<file path="config.mk">
export PLATFORM = sky130hd
export DESIGN_NAME = dspmac_datapath
export DESIGN_NICKNAME = d
export VERILOG_FILES = /design/src/rtl/dspmac_pkg.sv /design/src/rtl/dspmac_input_scaler.sv /design/src/rtl/dspmac_datapath.sv
export VERILOG_INCLUDE_DIRS = /design/src /design/src/rtl
export SDC_FILE = /design/constraint.sdc
export NUM_CORES = 2
export LEC_CHECK = 0
export BUFFER_PORTS_ARGS = -buffer_cell sky130_fd_sc_hd__buf_4
export CAP_MARGIN = 20
export CORE_UTILIZATION = 61
export DETAILED_ROUTE_END_ITERATION = 8
export GPL_TIMING_DRIVEN = 1
export HOLD_SLACK_MARGIN = 0.12
export PLACE_DENSITY = 0.77
export SYNTH_ARGS = -nofsm -noshare
export SYNTH_HDL_FRONTEND = slang
export SYNTH_HIERARCHICAL = 1
export SYNTH_SLANG_ARGS = --single-unit
export TNS_END_PERCENT = 20
</file>
<file path="constraint.sdc">
create_clock -name clk_sys -period 14.31 [get_ports clk_sys]
set_clock_uncertainty 0.05 [all_clocks]
set_input_delay 0.7155 -clock clk_sys [delete_from_list [all_inputs] [get_ports clk_sys]]
set_output_delay 0.7155 -clock clk_sys [all_outputs]
set_load 0.05 [all_outputs]
</file>
<file path="src/rtl/dspmac_map.svh">
`ifndef DSPMAC_MAP_SVH
`define DSPMAC_MAP_SVH

// ----------------------------------------
// register byte offsets
// ----------------------------------------
`define DSPMAC_ADDR_STATUS 8'h00
`define DSPMAC_ADDR_OPERAND 8'h04
`define DSPMAC_ADDR_SUM 8'h08
`define DSPMAC_ADDR_PROD_HIGH 8'h0C
`define DSPMAC_ADDR_PROD_LOW 8'h10
`define DSPMAC_ADDR_COMMAND 8'h14
`define DSPMAC_ADDR_BRANCH 8'h18

// ----------------------------------------
// status word fields
// ----------------------------------------
`define DSPMAC_STAT_SXM 0
`define DSPMAC_STAT_OVM 1
`define DSPMAC_STAT_PM_LO 2
`define DSPMAC_STAT_PM_HI 3
`define DSPMAC_STAT_EXCESS 4
`define DSPMAC_STAT_ZERO 5
`define DSPMAC_STAT_TEST 6

// ----------------------------------------
// command word fields
// ----------------------------------------
`define DSPMAC_CMD_OP_LO 0
`define DSPMAC_CMD_OP_HI 4
`define DSPMAC_CMD_SHIFT_LO 5
`define DSPMAC_CMD_SHIFT_HI 9
`define DSPMAC_CMD_IMM_LO 10
`define DSPMAC_CMD_IMM_HI 22
`define DSPMAC_CMD_RPT_LO 23
`define DSPMAC_CMD_RPT_HI 30

// ----------------------------------------
// reset values and limits
// ----------------------------------------
`define DSPMAC_SXM_RESET 1'b1
`define DSPMAC_OVM_RESET 1'b0
`define DSPMAC_PM_RESET 2'h0
`define DSPMAC_SAT_POS 32'h7FFFFFFF
`define DSPMAC_SAT_NEG 32'h80000000
`define DSPMAC_MAX_SHIFT 5'h10

`endif

</file>
<file path="src/rtl/dspmac_pkg.sv">
package dspmac_pkg;

  typedef enum logic [4:0] {
    OP_NOP,
    OP_LOAD,
    OP_ADD,
    OP_SUB,
    OP_AND,
    OP_OR,
    OP_XOR,
    OP_LOAD_T,
    OP_ADD_T,
    OP_SUB_T,
    OP_OPND_LOAD,
    OP_OPND_MOVE_PROD,
    OP_OPND_ADD_PROD,
    OP_OPND_ADD_SHIFT,
    OP_OPND_SUB_PROD,
    OP_SIGNED_MUL,
    OP_SIGNED_MUL_IMM,
    OP_UNSIGNED_MUL,
    OP_SQUARE_ADD,
    OP_SQUARE_SUB,
    OP_MUL_ACCUM,
    OP_MUL_ACCUM_SHIFT,
    OP_BIT_TEST,
    OP_LEAD_ALIGN,
    OP_BR_EXCESS,
    OP_BR_ZERO,
    OP_BR_SUM,
    OP_LOAD_PROD_HIGH
  } dspmac_op_e;

  typedef enum logic [1:0] {
    ST_IDLE,
    ST_IMM_WAIT,
    ST_RUN
  } dspmac_state_e;

  typedef logic [31:0] dspmac_word_t;

endpackage : dspmac_pkg

</file>
<file path="src/rtl/dspmac_input_scaler.sv">
`timescale 1ns/100ps
`default_nettype none
`include "dspmac_map.svh"

module dspmac_input_scaler
  import dspmac_pkg::*;
(
  input wire logic [15:0] dataIn,
  input wire logic [4:0] shiftCount,
  input wire logic signExtend,
  output dspmac_word_t dataOut
);

  logic [31:0] widened;
  logic [4:0] count;

  // upper half filled with sign copies or zeros
  assign widened = {{16{signExtend & dataIn[15]}}, dataIn};
  // counts past sixteen clamp rather than wrap
  assign count = (shiftCount > `DSPMAC_MAX_SHIFT) ? `DSPMAC_MAX_SHIFT
                                                  : shiftCount;
  // pure wiring, no register: no cycle cost on the operand path
  assign dataOut = widened << count;

endmodule : dspmac_input_scaler

`default_nettype wire

</file>
<file path="src/rtl/dspmac_datapath.sv">
`timescale 1ns/100ps
`default_nettype none
`include "dspmac_map.svh"

// Function
// - input scaler shifts 16-bit data left 0..16, zero low, sign/zero high
// - scaler count from command shift field or operand register
// - input scaler 16 in, 32 out, adds no cycle
// - 16x16 multiply in one cycle, signed except unsigned multiply
// - 16-bit operand register and 32-bit product register
// - product shift select: none, left 1, left 4, right 6
// - product to ALU or store reads always passes product scaler
// - multiply by 13-bit immediate yields one product per two cycles
// - operand loads run parallel load/add/add-move/subtract of product
// - accumulate ops take both bus operands each cycle, step addresses
// - shifting accumulate copies each sample to next higher address
// - unsigned multiply of operand register by data word into product
// - square ops feed the same data word to both multiplier inputs
// - multiply by immediate zero clears product; high half reloadable
// - ALU takes sum register and scaled product or scaled input
// - shift-by-operand ops use four operand bits as scaler count
// - bit test picks bit by operand low four bits, sum unchanged
// - saturation on overflow sets flag, clamps to most pos/neg value
// - logical operations never overflow nor saturate
// - branch conditions excess and zero; branch target from sum
// - leading bit alignment shifts sum left to normalize
// - left modes zero-fill, right six sign-extends, product untouched
// - without saturation overflowed result wraps into sum register
// - excess flag sticky until reset, excess branch or status reload
// - sign extension mode bit, reset value one
module dspmac_datapath
  import dspmac_pkg::*;
(
  input wire logic clk_sys,
  input wire logic reset,
  input wire logic psel,
  input wire logic penable,
  input wire logic pwrite,
  input wire logic [7:0] paddr,
  input wire logic [31:0] pwdata,
  output logic [31:0] prdata,
  output logic pready,
  output logic pslverr,
  input wire logic [15:0] progReadBus,
  input wire logic [15:0] dataReadBus,
  output logic progAddrStep,
  output logic dataAddrStep,
  output logic dataMoveValid,
  output logic [15:0] dataMoveData,
  output logic branchValid,
  output logic [15:0] branchTarget,
  output logic excessCond,
  output logic zeroCond,
  output logic busy
);

  // ----------------------------------------
  // state
  // ----------------------------------------
  dspmac_state_e stateReg;
  dspmac_op_e opReg;
  logic [4:0] shiftReg;
  logic [12:0] immReg;
  logic [7:0] repeatReg;
  logic sxmReg;
  logic ovmReg;
  logic [1:0] pmReg;
  logic excessReg;
  logic testReg;
  logic [15:0] operandReg;
  dspmac_word_t productReg;
  dspmac_word_t sumReg;

  logic exec;
  logic accessPhase;
  logic isCmdAddr;
  logic addrMapped;
  logic wrAccept;
  logic cmdWrite;
  logic statusWrite;
  logic [31:0] readMux;
  logic [31:0] statusWord;

  logic useOperandShift;
  logic [4:0] scalerCount;
  dspmac_word_t scaledIn;
  dspmac_word_t prodScaled;
  logic useProduct;
  logic aluSub;
  dspmac_word_t aluB;
  logic [32:0] sumWide;
  logic arithOverflow;
  dspmac_word_t arithResult;

  logic [15:0] mulA;
  logic [15:0] mulB;
  logic mulSigned;
  logic [31:0] mulAExt;
  logic [31:0] mulBExt;
  dspmac_word_t mulProd;

  logic sumLoad;
  dspmac_word_t sumValue;
  logic excessSet;
  logic excessClear;
  logic prodLoad;
  logic prodHighLoad;
  logic operandLoad;
  logic testLoad;
  logic testValue;
  logic branchFire;
  logic [15:0] branchAddr;
  logic moveSample;
  logic stepAddr;

  assign exec = (stateReg == ST_RUN);
  assign busy = (stateReg != ST_IDLE);

  // ----------------------------------------
  // apb slave
  // ----------------------------------------
  assign accessPhase = psel & penable;
  assign isCmdAddr = (paddr == `DSPMAC_ADDR_COMMAND);
  // a new command waits in the access phase until the last one is done
  assign pready = ~(accessPhase & pwrite & isCmdAddr & busy);
  assign pslverr = accessPhase & pready & ~addrMapped;
  assign wrAccept = accessPhase & pready & pwrite & addrMapped;
  assign cmdWrite = wrAccept & isCmdAddr;
  assign statusWrite = wrAccept & (paddr == `DSPMAC_ADDR_STATUS);

  always_comb begin
    statusWord = 32'h00000000;
    statusWord[`DSPMAC_STAT_SXM] = sxmReg;
    statusWord[`DSPMAC_STAT_OVM] = ovmReg;
    statusWord[`DSPMAC_STAT_PM_HI:`DSPMAC_STAT_PM_LO] = pmReg;
    statusWord[`DSPMAC_STAT_EXCESS] = excessReg;
    statusWord[`DSPMAC_STAT_ZERO] = zeroCond;
    statusWord[`DSPMAC_STAT_TEST] = testReg;
  end

  always_comb begin
    readMux = 32'h00000000;
    addrMapped = 1'b1;
    if (paddr == `DSPMAC_ADDR_STATUS) begin
      readMux = statusWord;
    end else if (paddr == `DSPMAC_ADDR_OPERAND) begin
      readMux = {16'h0000, operandReg};
    end else if (paddr == `DSPMAC_ADDR_SUM) begin
      readMux = sumReg;
    end else if (paddr == `DSPMAC_ADDR_PROD_HIGH) begin
      readMux = {16'h0000, prodScaled[31:16]};
    end else if (paddr == `DSPMAC_ADDR_PROD_LOW) begin
      readMux = {16'h0000, prodScaled[15:0]};
    end else if (paddr == `DSPMAC_ADDR_COMMAND) begin
      readMux = {31'h00000000, busy};
    end else if (paddr == `DSPMAC_ADDR_BRANCH) begin
      readMux = {16'h0000, branchTarget};
    end else begin
      addrMapped = 1'b0;
    end
  end

  // read data is captured in the setup cycle, valid through the access
  always_ff @(posedge clk_sys) begin
    if (reset) begin
      prdata <= 32'h00000000;
    end else if (psel & ~penable) begin
      prdata <= readMux;
    end
  end

  // ----------------------------------------
  // scalers
  // ----------------------------------------
  assign useOperandShift = opReg inside {OP_LOAD_T, OP_ADD_T, OP_SUB_T};
  assign scalerCount = useOperandShift ? {1'b0, operandReg[3:0]}
                                       : shiftReg;

  dspmac_input_scaler u_input_scaler (
    .dataIn(dataReadBus),
    .shiftCount(scalerCount),
    .signExtend(sxmReg),
    .dataOut(scaledIn)
  );

  // product register itself is never rewritten by the scaling
  always_comb begin
    case (pmReg)
      2'h0: prodScaled = productReg;
      2'h1: prodScaled = {productReg[30:0], 1'b0};
      2'h2: prodScaled = {productReg[27:0], 4'h0};
      default: prodScaled = {{6{productReg[31]}}, productReg[31:6]};
    endcase
  end

  // ----------------------------------------
  // central alu
  // ----------------------------------------
  assign useProduct = opReg inside {OP_OPND_MOVE_PROD, OP_OPND_ADD_PROD,
    OP_OPND_ADD_SHIFT, OP_OPND_SUB_PROD, OP_SQUARE_ADD, OP_SQUARE_SUB,
    OP_MUL_ACCUM, OP_MUL_ACCUM_SHIFT};
  assign aluSub = opReg inside {OP_SUB, OP_SUB_T, OP_OPND_SUB_PROD,
    OP_SQUARE_SUB};
  assign aluB = useProduct ? prodScaled : scaledIn;
  assign sumWide = aluSub ? {sumReg[31], sumReg} - {aluB[31], aluB}
                          : {sumReg[31], sumReg} + {aluB[31], aluB};
  assign arithOverflow = sumWide[32] ^ sumWide[31];

  always_comb begin
    if (arithOverflow & ovmReg) begin
      arithResult = sumWide[32] ? `DSPMAC_SAT_NEG
                                : `DSPMAC_SAT_POS;
    end else begin
      arithResult = sumWide[31:0];
    end
  end

  // ----------------------------------------
  // multiplier
  // ----------------------------------------
  always_comb begin
    mulA = operandReg;
    mulB = dataReadBus;
    if (opReg inside {OP_SQUARE_ADD, OP_SQUARE_SUB}) begin
      mulA = dataReadBus;
    end else if (opReg inside {OP_MUL_ACCUM, OP_MUL_ACCUM_SHIFT}) begin
      mulA = dataReadBus;
      mulB = progReadBus;
    end else if (opReg == OP_SIGNED_MUL_IMM) begin
      mulB = {{3{immReg[12]}}, immReg};
    end
  end

  assign mulSigned = (opReg != OP_UNSIGNED_MUL);
  // low 32 bits of the widened product serve both signednesses
  assign mulAExt = {{16{mulSigned & mulA[15]}}, mulA};
  assign mulBExt = {{16{mulSigned & mulB[15]}}, mulB};
  assign mulProd = mulAExt * mulBExt;

  // ----------------------------------------
  // operation decode
  // ----------------------------------------
  always_comb begin
    sumLoad = 1'b0;
    sumValue = arithResult;
    excessSet = 1'b0;
    excessClear = 1'b0;
    prodLoad = 1'b0;
    prodHighLoad = 1'b0;
    operandLoad = 1'b0;
    testLoad = 1'b0;
    testValue = 1'b0;
    branchFire = 1'b0;
    branchAddr = progReadBus;
    moveSample = 1'b0;
    stepAddr = 1'b0;
    case (opReg)
      OP_LOAD, OP_LOAD_T: begin
        sumLoad = 1'b1;
        sumValue = scaledIn;
      end
      OP_ADD, OP_SUB, OP_ADD_T, OP_SUB_T: begin
        sumLoad = 1'b1;
        excessSet = arithOverflow;
      end
      OP_AND: begin
        sumLoad = 1'b1;
        sumValue = sumReg & scaledIn;
      end
      OP_OR: begin
        sumLoad = 1'b1;
        sumValue = sumReg | scaledIn;
      end
      OP_XOR: begin
        sumLoad = 1'b1;
        sumValue = sumReg ^ scaledIn;
      end
      OP_OPND_LOAD: begin
        operandLoad = 1'b1;
      end
      OP_OPND_MOVE_PROD: begin
        operandLoad = 1'b1;
        sumLoad = 1'b1;
        sumValue = prodScaled;
      end
      OP_OPND_ADD_PROD, OP_OPND_SUB_PROD: begin
        operandLoad = 1'b1;
        sumLoad = 1'b1;
        excessSet = arithOverflow;
      end
      OP_OPND_ADD_SHIFT: begin
        operandLoad = 1'b1;
        sumLoad = 1'b1;
        excessSet = arithOverflow;
        moveSample = 1'b1;
      end
      OP_SIGNED_MUL, OP_SIGNED_MUL_IMM, OP_UNSIGNED_MUL: begin
        prodLoad = 1'b1;
      end
      OP_SQUARE_ADD, OP_SQUARE_SUB: begin
        operandLoad = 1'b1;
        prodLoad = 1'b1;
        sumLoad = 1'b1;
        excessSet = arithOverflow;
      end
      OP_MUL_ACCUM, OP_MUL_ACCUM_SHIFT: begin
        operandLoad = 1'b1;
        prodLoad = 1'b1;
        sumLoad = 1'b1;
        excessSet = arithOverflow;
        stepAddr = 1'b1;
        moveSample = (opReg == OP_MUL_ACCUM_SHIFT);
      end
      OP_BIT_TEST: begin
        testLoad = 1'b1;
        testValue = dataReadBus[operandReg[3:0]];
      end
      OP_LEAD_ALIGN: begin
        testLoad = 1'b1;
        if ((sumReg == 32'h00000000) | (sumReg[31] ^ sumReg[30])) begin
          testValue = 1'b1;
        end else begin
          sumLoad = 1'b1;
          sumValue = {sumReg[30:0], 1'b0};
        end
      end
      OP_BR_EXCESS: begin
        branchFire = excessReg;
        excessClear = 1'b1;
      end
      OP_BR_ZERO: begin
        branchFire = zeroCond;
      end
      OP_BR_SUM: begin
        branchFire = 1'b1;
        branchAddr = sumReg[15:0];
      end
      OP_LOAD_PROD_HIGH: begin
        prodHighLoad = 1'b1;
      end
      default: begin
        sumLoad = 1'b0;
      end
    endcase
  end

  assign progAddrStep = exec & stepAddr;
  // a moved sample lands one address up, so the data side must advance
  assign dataAddrStep = exec & (stepAddr | moveSample);
  assign excessCond = excessReg;
  assign zeroCond = (sumReg == 32'h00000000);

  // ----------------------------------------
  // command sequencer
  // ----------------------------------------
  always_ff @(posedge clk_sys) begin
    if (reset) begin
      stateReg <= ST_IDLE;
      opReg <= OP_NOP;
      shiftReg <= 5'h00;
      immReg <= 13'h0000;
      repeatReg <= 8'h00;
    end else begin
      case (stateReg)
        ST_IDLE: begin
          if (cmdWrite) begin
            opReg <= dspmac_op_e'(pwdata[`DSPMAC_CMD_OP_HI:`DSPMAC_CMD_OP_LO]);
            shiftReg <= pwdata[`DSPMAC_CMD_SHIFT_HI:`DSPMAC_CMD_SHIFT_LO];
            immReg <= pwdata[`DSPMAC_CMD_IMM_HI:`DSPMAC_CMD_IMM_LO];
            repeatReg <= pwdata[`DSPMAC_CMD_RPT_HI:`DSPMAC_CMD_RPT_LO];
            // immediate multiply spends an extra cycle per product
            if (pwdata[`DSPMAC_CMD_OP_HI:`DSPMAC_CMD_OP_LO] ==
                OP_SIGNED_MUL_IMM) begin
              stateReg <= ST_IMM_WAIT;
            end else begin
              stateReg <= ST_RUN;
            end
          end
        end
        ST_IMM_WAIT: begin
          stateReg <= ST_RUN;
        end
        ST_RUN: begin
          if (repeatReg == 8'h00) begin
            stateReg <= ST_IDLE;
          end else begin
            repeatReg <= repeatReg - 8'h01;
            stateReg <= (opReg == OP_SIGNED_MUL_IMM) ? ST_IMM_WAIT : ST_RUN;
          end
        end
        default: begin
          stateReg <= ST_IDLE;
        end
      endcase
    end
  end

  // ----------------------------------------
  // status bits
  // ----------------------------------------
  always_ff @(posedge clk_sys) begin
    if (reset) begin
      sxmReg <= `DSPMAC_SXM_RESET;
      ovmReg <= `DSPMAC_OVM_RESET;
      pmReg <= `DSPMAC_PM_RESET;
    end else if (statusWrite) begin
      sxmReg <= pwdata[`DSPMAC_STAT_SXM];
      ovmReg <= pwdata[`DSPMAC_STAT_OVM];
      pmReg <= pwdata[`DSPMAC_STAT_PM_HI:`DSPMAC_STAT_PM_LO];
    end
  end

  // a fresh overflow outranks any clear in the same cycle
  always_ff @(posedge clk_sys) begin
    if (reset) begin
      excessReg <= 1'b0;
    end else if (exec & excessSet) begin
      excessReg <= 1'b1;
    end else if (exec & excessClear) begin
      excessReg <= 1'b0;
    end else if (statusWrite) begin
      excessReg <= pwdata[`DSPMAC_STAT_EXCESS];
    end
  end

  always_ff @(posedge clk_sys) begin
    if (reset) begin
      testReg <= 1'b0;
    end else if (exec & testLoad) begin
      testReg <= testValue;
    end else if (statusWrite) begin
      testReg <= pwdata[`DSPMAC_STAT_TEST];
    end
  end

  // ----------------------------------------
  // datapath registers
  // ----------------------------------------
  always_ff @(posedge clk_sys) begin
    if (reset) begin
      operandReg <= 16'h0000;
    end else if (exec & operandLoad) begin
      operandReg <= dataReadBus;
    end else if (wrAccept & (paddr == `DSPMAC_ADDR_OPERAND)) begin
      operandReg <= pwdata[15:0];
    end
  end

  always_ff @(posedge clk_sys) begin
    if (reset) begin
      productReg <= 32'h00000000;
    end else if (exec & prodLoad) begin
      productReg <= mulProd;
    end else if (exec & prodHighLoad) begin
      productReg[31:16] <= dataReadBus;
    end
  end

  always_ff @(posedge clk_sys) begin
    if (reset) begin
      sumReg <= 32'h00000000;
    end else if (exec & sumLoad) begin
      sumReg <= sumValue;
    end
  end

  // ----------------------------------------
  // outward strobes
  // ----------------------------------------
  always_ff @(posedge clk_sys) begin
    if (reset) begin
      branchValid <= 1'b0;
      branchTarget <= 16'h0000;
    end else begin
      branchValid <= exec & branchFire;
      if (exec & branchFire) begin
        branchTarget <= branchAddr;
      end
    end
  end

  // the sample moves one cycle late; the memory side owns the address
  always_ff @(posedge clk_sys) begin
    if (reset) begin
      dataMoveValid <= 1'b0;
      dataMoveData <= 16'h0000;
    end else begin
      dataMoveValid <= exec & moveSample;
      if (exec & moveSample) begin
        dataMoveData <= dataReadBus;
      end
    end
  end

endmodule : dspmac_datapath

`default_nettype wire

</file>
Yosys cells after proc, flatten, opt, wreduce, memory -nomap -nowiden:

Index checks and enable logic that the tools add are counted.
Widths: inputs -> output; s select.

* output and inout port bits: 73
* bits of input ports: 77
* bits in registers: 185
* word-level logic and storage cells: 190

* shifts and indexed selects: 1
* reduce and logical (&&, ||, !) cells: 25
* eq/ne operators: 41
* bitwise logic cells: 37
* magnitude comparators: 2
* multiplexer cells: 61
* multipliers: 1
* add/sub/neg operators: 3

Operators by type and width (number)
* $mux 16: 14
* $mux 32: 7
* $pmux 32 s6: 1
* $pmux 32 s3: 1
* $eq 5x5->1 const B: 13
* $eq 5x4->1 const B: 8
* $add 32x32->33: 1
* $mux 33: 1
* $sub 32x32->33: 1
* $and 32x32->32: 1
* $logic_not 32->1: 1
* $mul 17x17->32: 1
* $or 32x32->32: 1
* $shl 32x5->32: 1
* $xor 32x32->32: 1
* $and 1x1->1: 27
* $eq 8x5->1 const B: 3
* $mux 1: 22
* $eq 5x3->1 const B: 4
* $reduce_or 17->1: 1
* $eq 8x4->1 const B: 2
* $logic_not 8->1: 2
* $mux 8: 2
* $pmux 8 s2: 1
* other kinds (30): 54

Longest topological paths before layout:

* depth in word-level cells: 14
* depth in mapped cells: 42
* mapped depth without buffers: 34

Modules after synthesis:

The synthesis kept the hierarchy.

Modules (own cells, without submodules)
* dspmac_datapath: cells an instance 3075, area an instance 25547.0 um^2, seq. area each 3703.6 um^2, times used 1
* dspmac_input_scaler: cells an instance 149, area an instance 1118.6 um^2, seq. area each 0.0 um^2, times used 1

Worst setup path after synthesis:

No wires, ideal clock.

* kind: register to register
* from: reg opReg[2]
* to: reg productReg[31]
* clock period less this slack: 7.641 ns
* data required time: 14.128 ns
* slack: 6.669 ns
* cell stages (with the launch flop): 29
* library setup time: 0.132 ns
* arrival: 7.458 ns
* buffers on the path: 4
* path through: dfxtp_1 buf_2 nand2b_1 and2_1 nand2b_1 clkbuf_1 buf_1 buf_1 mux2i_1 nor2_1 fa_1 inv_1 fa_1 inv_1 fa_1 inv_1 fa_1 fa_1 fa_1 inv_1 ha_1 a21o_1 a2111o_1 nand4_1 a31oi_1 a21o_1 a31oi_1 mux2i_1 a21oi_1

* longest elaborated chain between the ends: 7
* elaborated cells between the ends (all ways): 26
* those cells by class: mul: 1; eq/ne: 9; mux: 8; bitwise: 4; reduce/logical: 4

Ends and longest elaborated chain
* from (decl): line dspmac_datapath.sv:61 `dspmac_op_e opReg;`
* from (signal assigned): line dspmac_datapath.sv:367 `` opReg <= dspmac_op_e'(pwdata[`DSPMAC_CMD_OP_HI:`DSPMAC_CMD_OP_LO]); ``
* $eq 5x5->1, on equally long branches: line dspmac_datapath.sv:226, dspmac_datapath.sv:257, dspmac_datapath.sv:229
* $reduce_bool 2->1 or $mux 16 (tied branches): line dspmac_datapath.sv:226, dspmac_datapath.sv:229
* $mux 16: line dspmac_datapath.sv:226 `end else if (opReg inside {OP_MUL_ACCUM, OP_MUL_ACCUM_SHIFT}) begin`
* $mux 16: line dspmac_datapath.sv:224 `if (opReg inside {OP_SQUARE_ADD, OP_SQUARE_SUB}) begin`
* $and 1x1->1, on equally long branches: line dspmac_datapath.sv:236, dspmac_datapath.sv:237
* $mul 17x17->32: line dspmac_datapath.sv:238 `assign mulProd = mulAExt * mulBExt;`
* $mux 16: line dspmac_datapath.sv:452 `end else if (exec & prodLoad) begin`
* to (signal assigned): line dspmac_datapath.sv:453 `productReg <= mulProd;`
* to (signal assigned): line dspmac_datapath.sv:455 `productReg[31:16] <= dataReadBus;`
* to (decl): line dspmac_datapath.sv:71 `dspmac_word_t productReg;`

Parallel ways exist; a longest one is shown, timed or not.
A chain may end at the register's enable or synchronous reset.

Worst setup path after layout:

* from: reg opReg[1]
* to: reg sumReg[3]

* longest elaborated chain between the ends: 14
* elaborated cells between the ends (all ways): 42
* those cells by class: add/sub: 2; order compare: 1; eq/ne: 18; shift: 1; mux: 9; bitwise: 6; reduce/logical: 5

Ends and longest elaborated chain
* $eq 5x3->1 or $eq 5x4->1 (tied branches): line dspmac_datapath.sv:175 `assign useOperandShift = opReg inside {OP_LOAD_T, OP_ADD_T, OP_SUB_T};`
* $reduce_bool 3->1 *: line dspmac_datapath.sv:175
* $mux 5 *: line dspmac_datapath.sv:176 `assign scalerCount = useOperandShift ? {1'b0, operandReg[3:0]}`
* named net scalerCount[1]: line dspmac_datapath.sv:85 `logic [4:0] scalerCount;`
* $gt 5x5->1 (no source line)
* $mux 5 *: line dspmac_input_scaler.sv:20 `` assign count = (shiftCount > `DSPMAC_MAX_SHIFT) ? `DSPMAC_MAX_SHIFT ``
* $shl 32x5->32 *: line dspmac_input_scaler.sv:23 `assign dataOut = widened << count;`
* named net scaledIn[5]: line dspmac_datapath.sv:86 `dspmac_word_t scaledIn;`
* $mux 32 *: line dspmac_datapath.sv:204 `assign aluB = useProduct ? prodScaled : scaledIn;`
* $add 32x32->33 or $sub 32x32->33 (tied branches): line dspmac_datapath.sv:206, dspmac_datapath.sv:205
* $mux 33 *: line dspmac_datapath.sv:205 `assign sumWide = aluSub ? {sumReg[31], sumReg} - {aluB[31], aluB}`
* $xor 1x1->1: line dspmac_datapath.sv:207 `assign arithOverflow = sumWide[32] ^ sumWide[31];`
* $and 1x1->1: line dspmac_datapath.sv:210 `if (arithOverflow & ovmReg) begin`
* $mux 32 *: line dspmac_datapath.sv:210
* $mux 32: line dspmac_datapath.sv:320 `if ((sumReg == 32'h00000000) | (sumReg[31] ^ sumReg[30])) begin`
* $pmux 32 s6 *: line dspmac_datapath.sv:257 `case (opReg)`
* to (signal assigned): line dspmac_datapath.sv:463 `sumReg <= sumValue;`
* to (decl): line dspmac_datapath.sv:72 `dspmac_word_t sumReg;`

Mark *: on every way through the listed nets, which the timed path passes. The rest lies on a longest branch.

==> metrics.txt <==
first-pass GRT wire length=~150 mm; CP Max Fanout=29; share of cells above drive strength 1=0.112; latest clock arrival within the worst-skew pair=0.51 ns; Post-Syn Instances=3224; Warnings, synthesis=6; Root Buffer Master=clkbuf_16; CP Class=reg -> reg; CTS tree=yes; Arr. time, crit path=just over 10 ns; antenna-violating nets left=0; clk slew on worst S/H paths=0.09 ns; routed len/inst=25.7 um; placed insts=3826; Placer Congestion=1.06; clk buf depth=2; worst path required time=14.58 ns; Top cell by count, worst path=nor2_1; wl on met1=between 30 and 40 mm; register area=3710 um^2; Filler cells=3646; met2 WL=44.5 mm; core area=43100 um^2; unrepaired setup endpoints after global routing=false; static leakage=12.8 nW; non-filler instance count after layout=3863; Peak VDD IR=65.5 uV; Mapped Area=26700 um^2; DRC Markers=0; Vias/cell=around 6.6; most common cell after layout, fill and taps aside=inv_1; Final Hold Viols=0; total wire length=99.2 mm; outcome=finished, final reports clean; largest net degree at the start of global routing=113; Slew Viols, Final=0; Slew Limit Headroom=0.180; Synth area leader=fa_1; DRT iter0 DRCs=3145; Initial DRT Pass Iterations=9; CTS Hold Bufs=0; crit path buf inv count=2; Layout area overhead=8.07%; Final setup violation count=0; vias in the first global route=about 25000; Initial Util=0.619; Max stage delay cell, worst path=o21ai_4; pwr/cell area=43.7 nW/um^2; share of the synthesized area in the top cell type=0.212; Post-synth EDFFs=0; TNS Setup=0 ns; crit share post-route=0.687; WL met3=10.7 mm; maxcap violations=0; Critical Path End Type=flop; worst hold path class=reg -> reg; Std-Cell Rows=76; Synth area leaders=fa_1, dfxtp_1, ha_1, inv_1, nand2_1; GRT Total Usage=0.451; placed wire-length estimate=77.4 mm; width of the chip=roughly 210 um; Die Height=211 um; Inserted Clock Buffers=17; Slew @ Worst Pin=~1.2 ns; I/O Buffers=148; area of the multi-input gates=slightly above 20000 um^2; fin crit period=9.83 ns; CTS sink count=185; Mapped Nets=between 3000 and 4000; Avg Inst Size Synth=8.27 um^2; DR vias=around 26000; ys flop type=dfxtp_1; CTS H-Tree Depth=4; ys async rst share=0; Worst path max stage delay=0.89 ns; Remaining Overflow, GRT=0; synth unique cells=about 100; Seq/Total Area, Yosys=0.139; post-layout net count=3804; Setup Fix Bufs, Post-CTS=0; crit-path leading delay family=compound AO/OA/AOI/OAI gates; FMAX=0.102 GHz; initial antenna violation count=1; register bit count reported by yosys=185; # IOs=150; startpoint types=flop; top sig layer=met4; PostCTS Resize Cnt=0; commonest cells after routing, fill and taps aside=inv_1, nand2_1, nor2_1; Die Area=44600 um^2
## cell families after synthesis
logic type / count (synthesis) / synth area share
AND/OR/NAND/NOR: 966 / 0.155
AO/OA/AOI/OAI: 737 / 0.194
buffers and inverters: 589 / 0.0878
adder cells (fa/ha/maj): 465 / 0.298
multiplexers: 191 / 0.0953
flip-flops: 185 / 0.139
XOR/XNOR: 91 / 0.0313
## stage by stage
stage | utilization | hold WS (ns) | setup WS [ns] | total power, mW | cell area, um^2
after detailed placement | 0.654 | 0.399 | 4.41 | 0.741 | 28200
after global placement | 0.654 | 0.391 | 4.25 | 0.736 | 28200
after CTS | 0.668 | 0.392 | 4.31 | 1.25 | 28800
after floorplan | - | 0.382 | 6.67 | 0.654 | 26700
after global routing | 0.669 | 0.416 | 3.86 | 1.29 | 28800
final | 0.669 | 0.407 | 4.48 | 1.26 | 28800
## layout make-up
type / count / area share
Clock inverter: 15 / 0.00638
Clock buffer: 17 / 0.0148
Multi-Input combinational cell: 2450 / 0.719
Antenna cell: 3 / 0.000261
Sequential cell: 185 / 0.129
Tap cell: 585 / 0.0254
Timing Repair Buffer: 197 / 0.0524
Inverter: 411 / 0.0535
## registers in the layout, indices dropped and copies added, names as in the netlist, 2 cells and up
| name | cells |
|---|---|
| prdata | 32 |
| opReg | 5 |
| dataMoveData | 16 |
| sumReg | 32 |
| shiftReg | 5 |
| stateReg | 2 |
| pmReg | 2 |
| repeatReg | 8 |
| branchTarget | 16 |
| immReg | 13 |
| operandReg | 16 |
| productReg | 32 |
## power breakdown
part | internal, mW | switching, mW | leakage (nW)
Sequential | 0.516 | 0.00107 | 1.49
Combinational | 0.0752 | 0.148 | 11.0
Clock | 0.265 | 0.256 | 0.291
Total | 0.855 | 0.405 | 12.8
## Yosys cell counts, types with 24 or more instances
master	n
xor2_1	32
a21o_1	56
mux2_2	26
inv_1	410
fa_1	283
nand2_1	399
nand2b_1	24
nor3_1	48
xnor2_1	57
ha_1	182
a211oi_1	74
o21ai_0	114
mux4_2	46
mux2i_1	115
dfxtp_1	185
a221oi_1	26
nand3_1	38
a22oi_1	43
nor2_1	350
a21oi_1	163
clkbuf_1	140
o21a_1	27
## final timing paths
check / startpoint / to / slack (ns) / depth (start not counted)
setup / recovery: opReg[1] / sumReg[3] / 4.48 / 32
hold / removal: immReg[3] / immReg[3] / 0.41 / 2
setup reg to reg: opReg[1] / sumReg[3] / 4.48 / 32
hold reg to reg: immReg[3] / immReg[3] / 0.41 / 2
## per-layer routing
metal  vias to the layer above  GRT usage
met1                     12300      0.545
li1                      11100          -
met5                         -          0
met3                       443      0.104
met2                      1699      0.709
met4                         0      0.325
## worst min-delay path, cell delays in order (launching register included)
cell,delay (ns)
dfxtp_1,0.31
nand2_1,0.05
a21oi_1,0.05
Note: power is estimated with default switching activity, not from simulation.
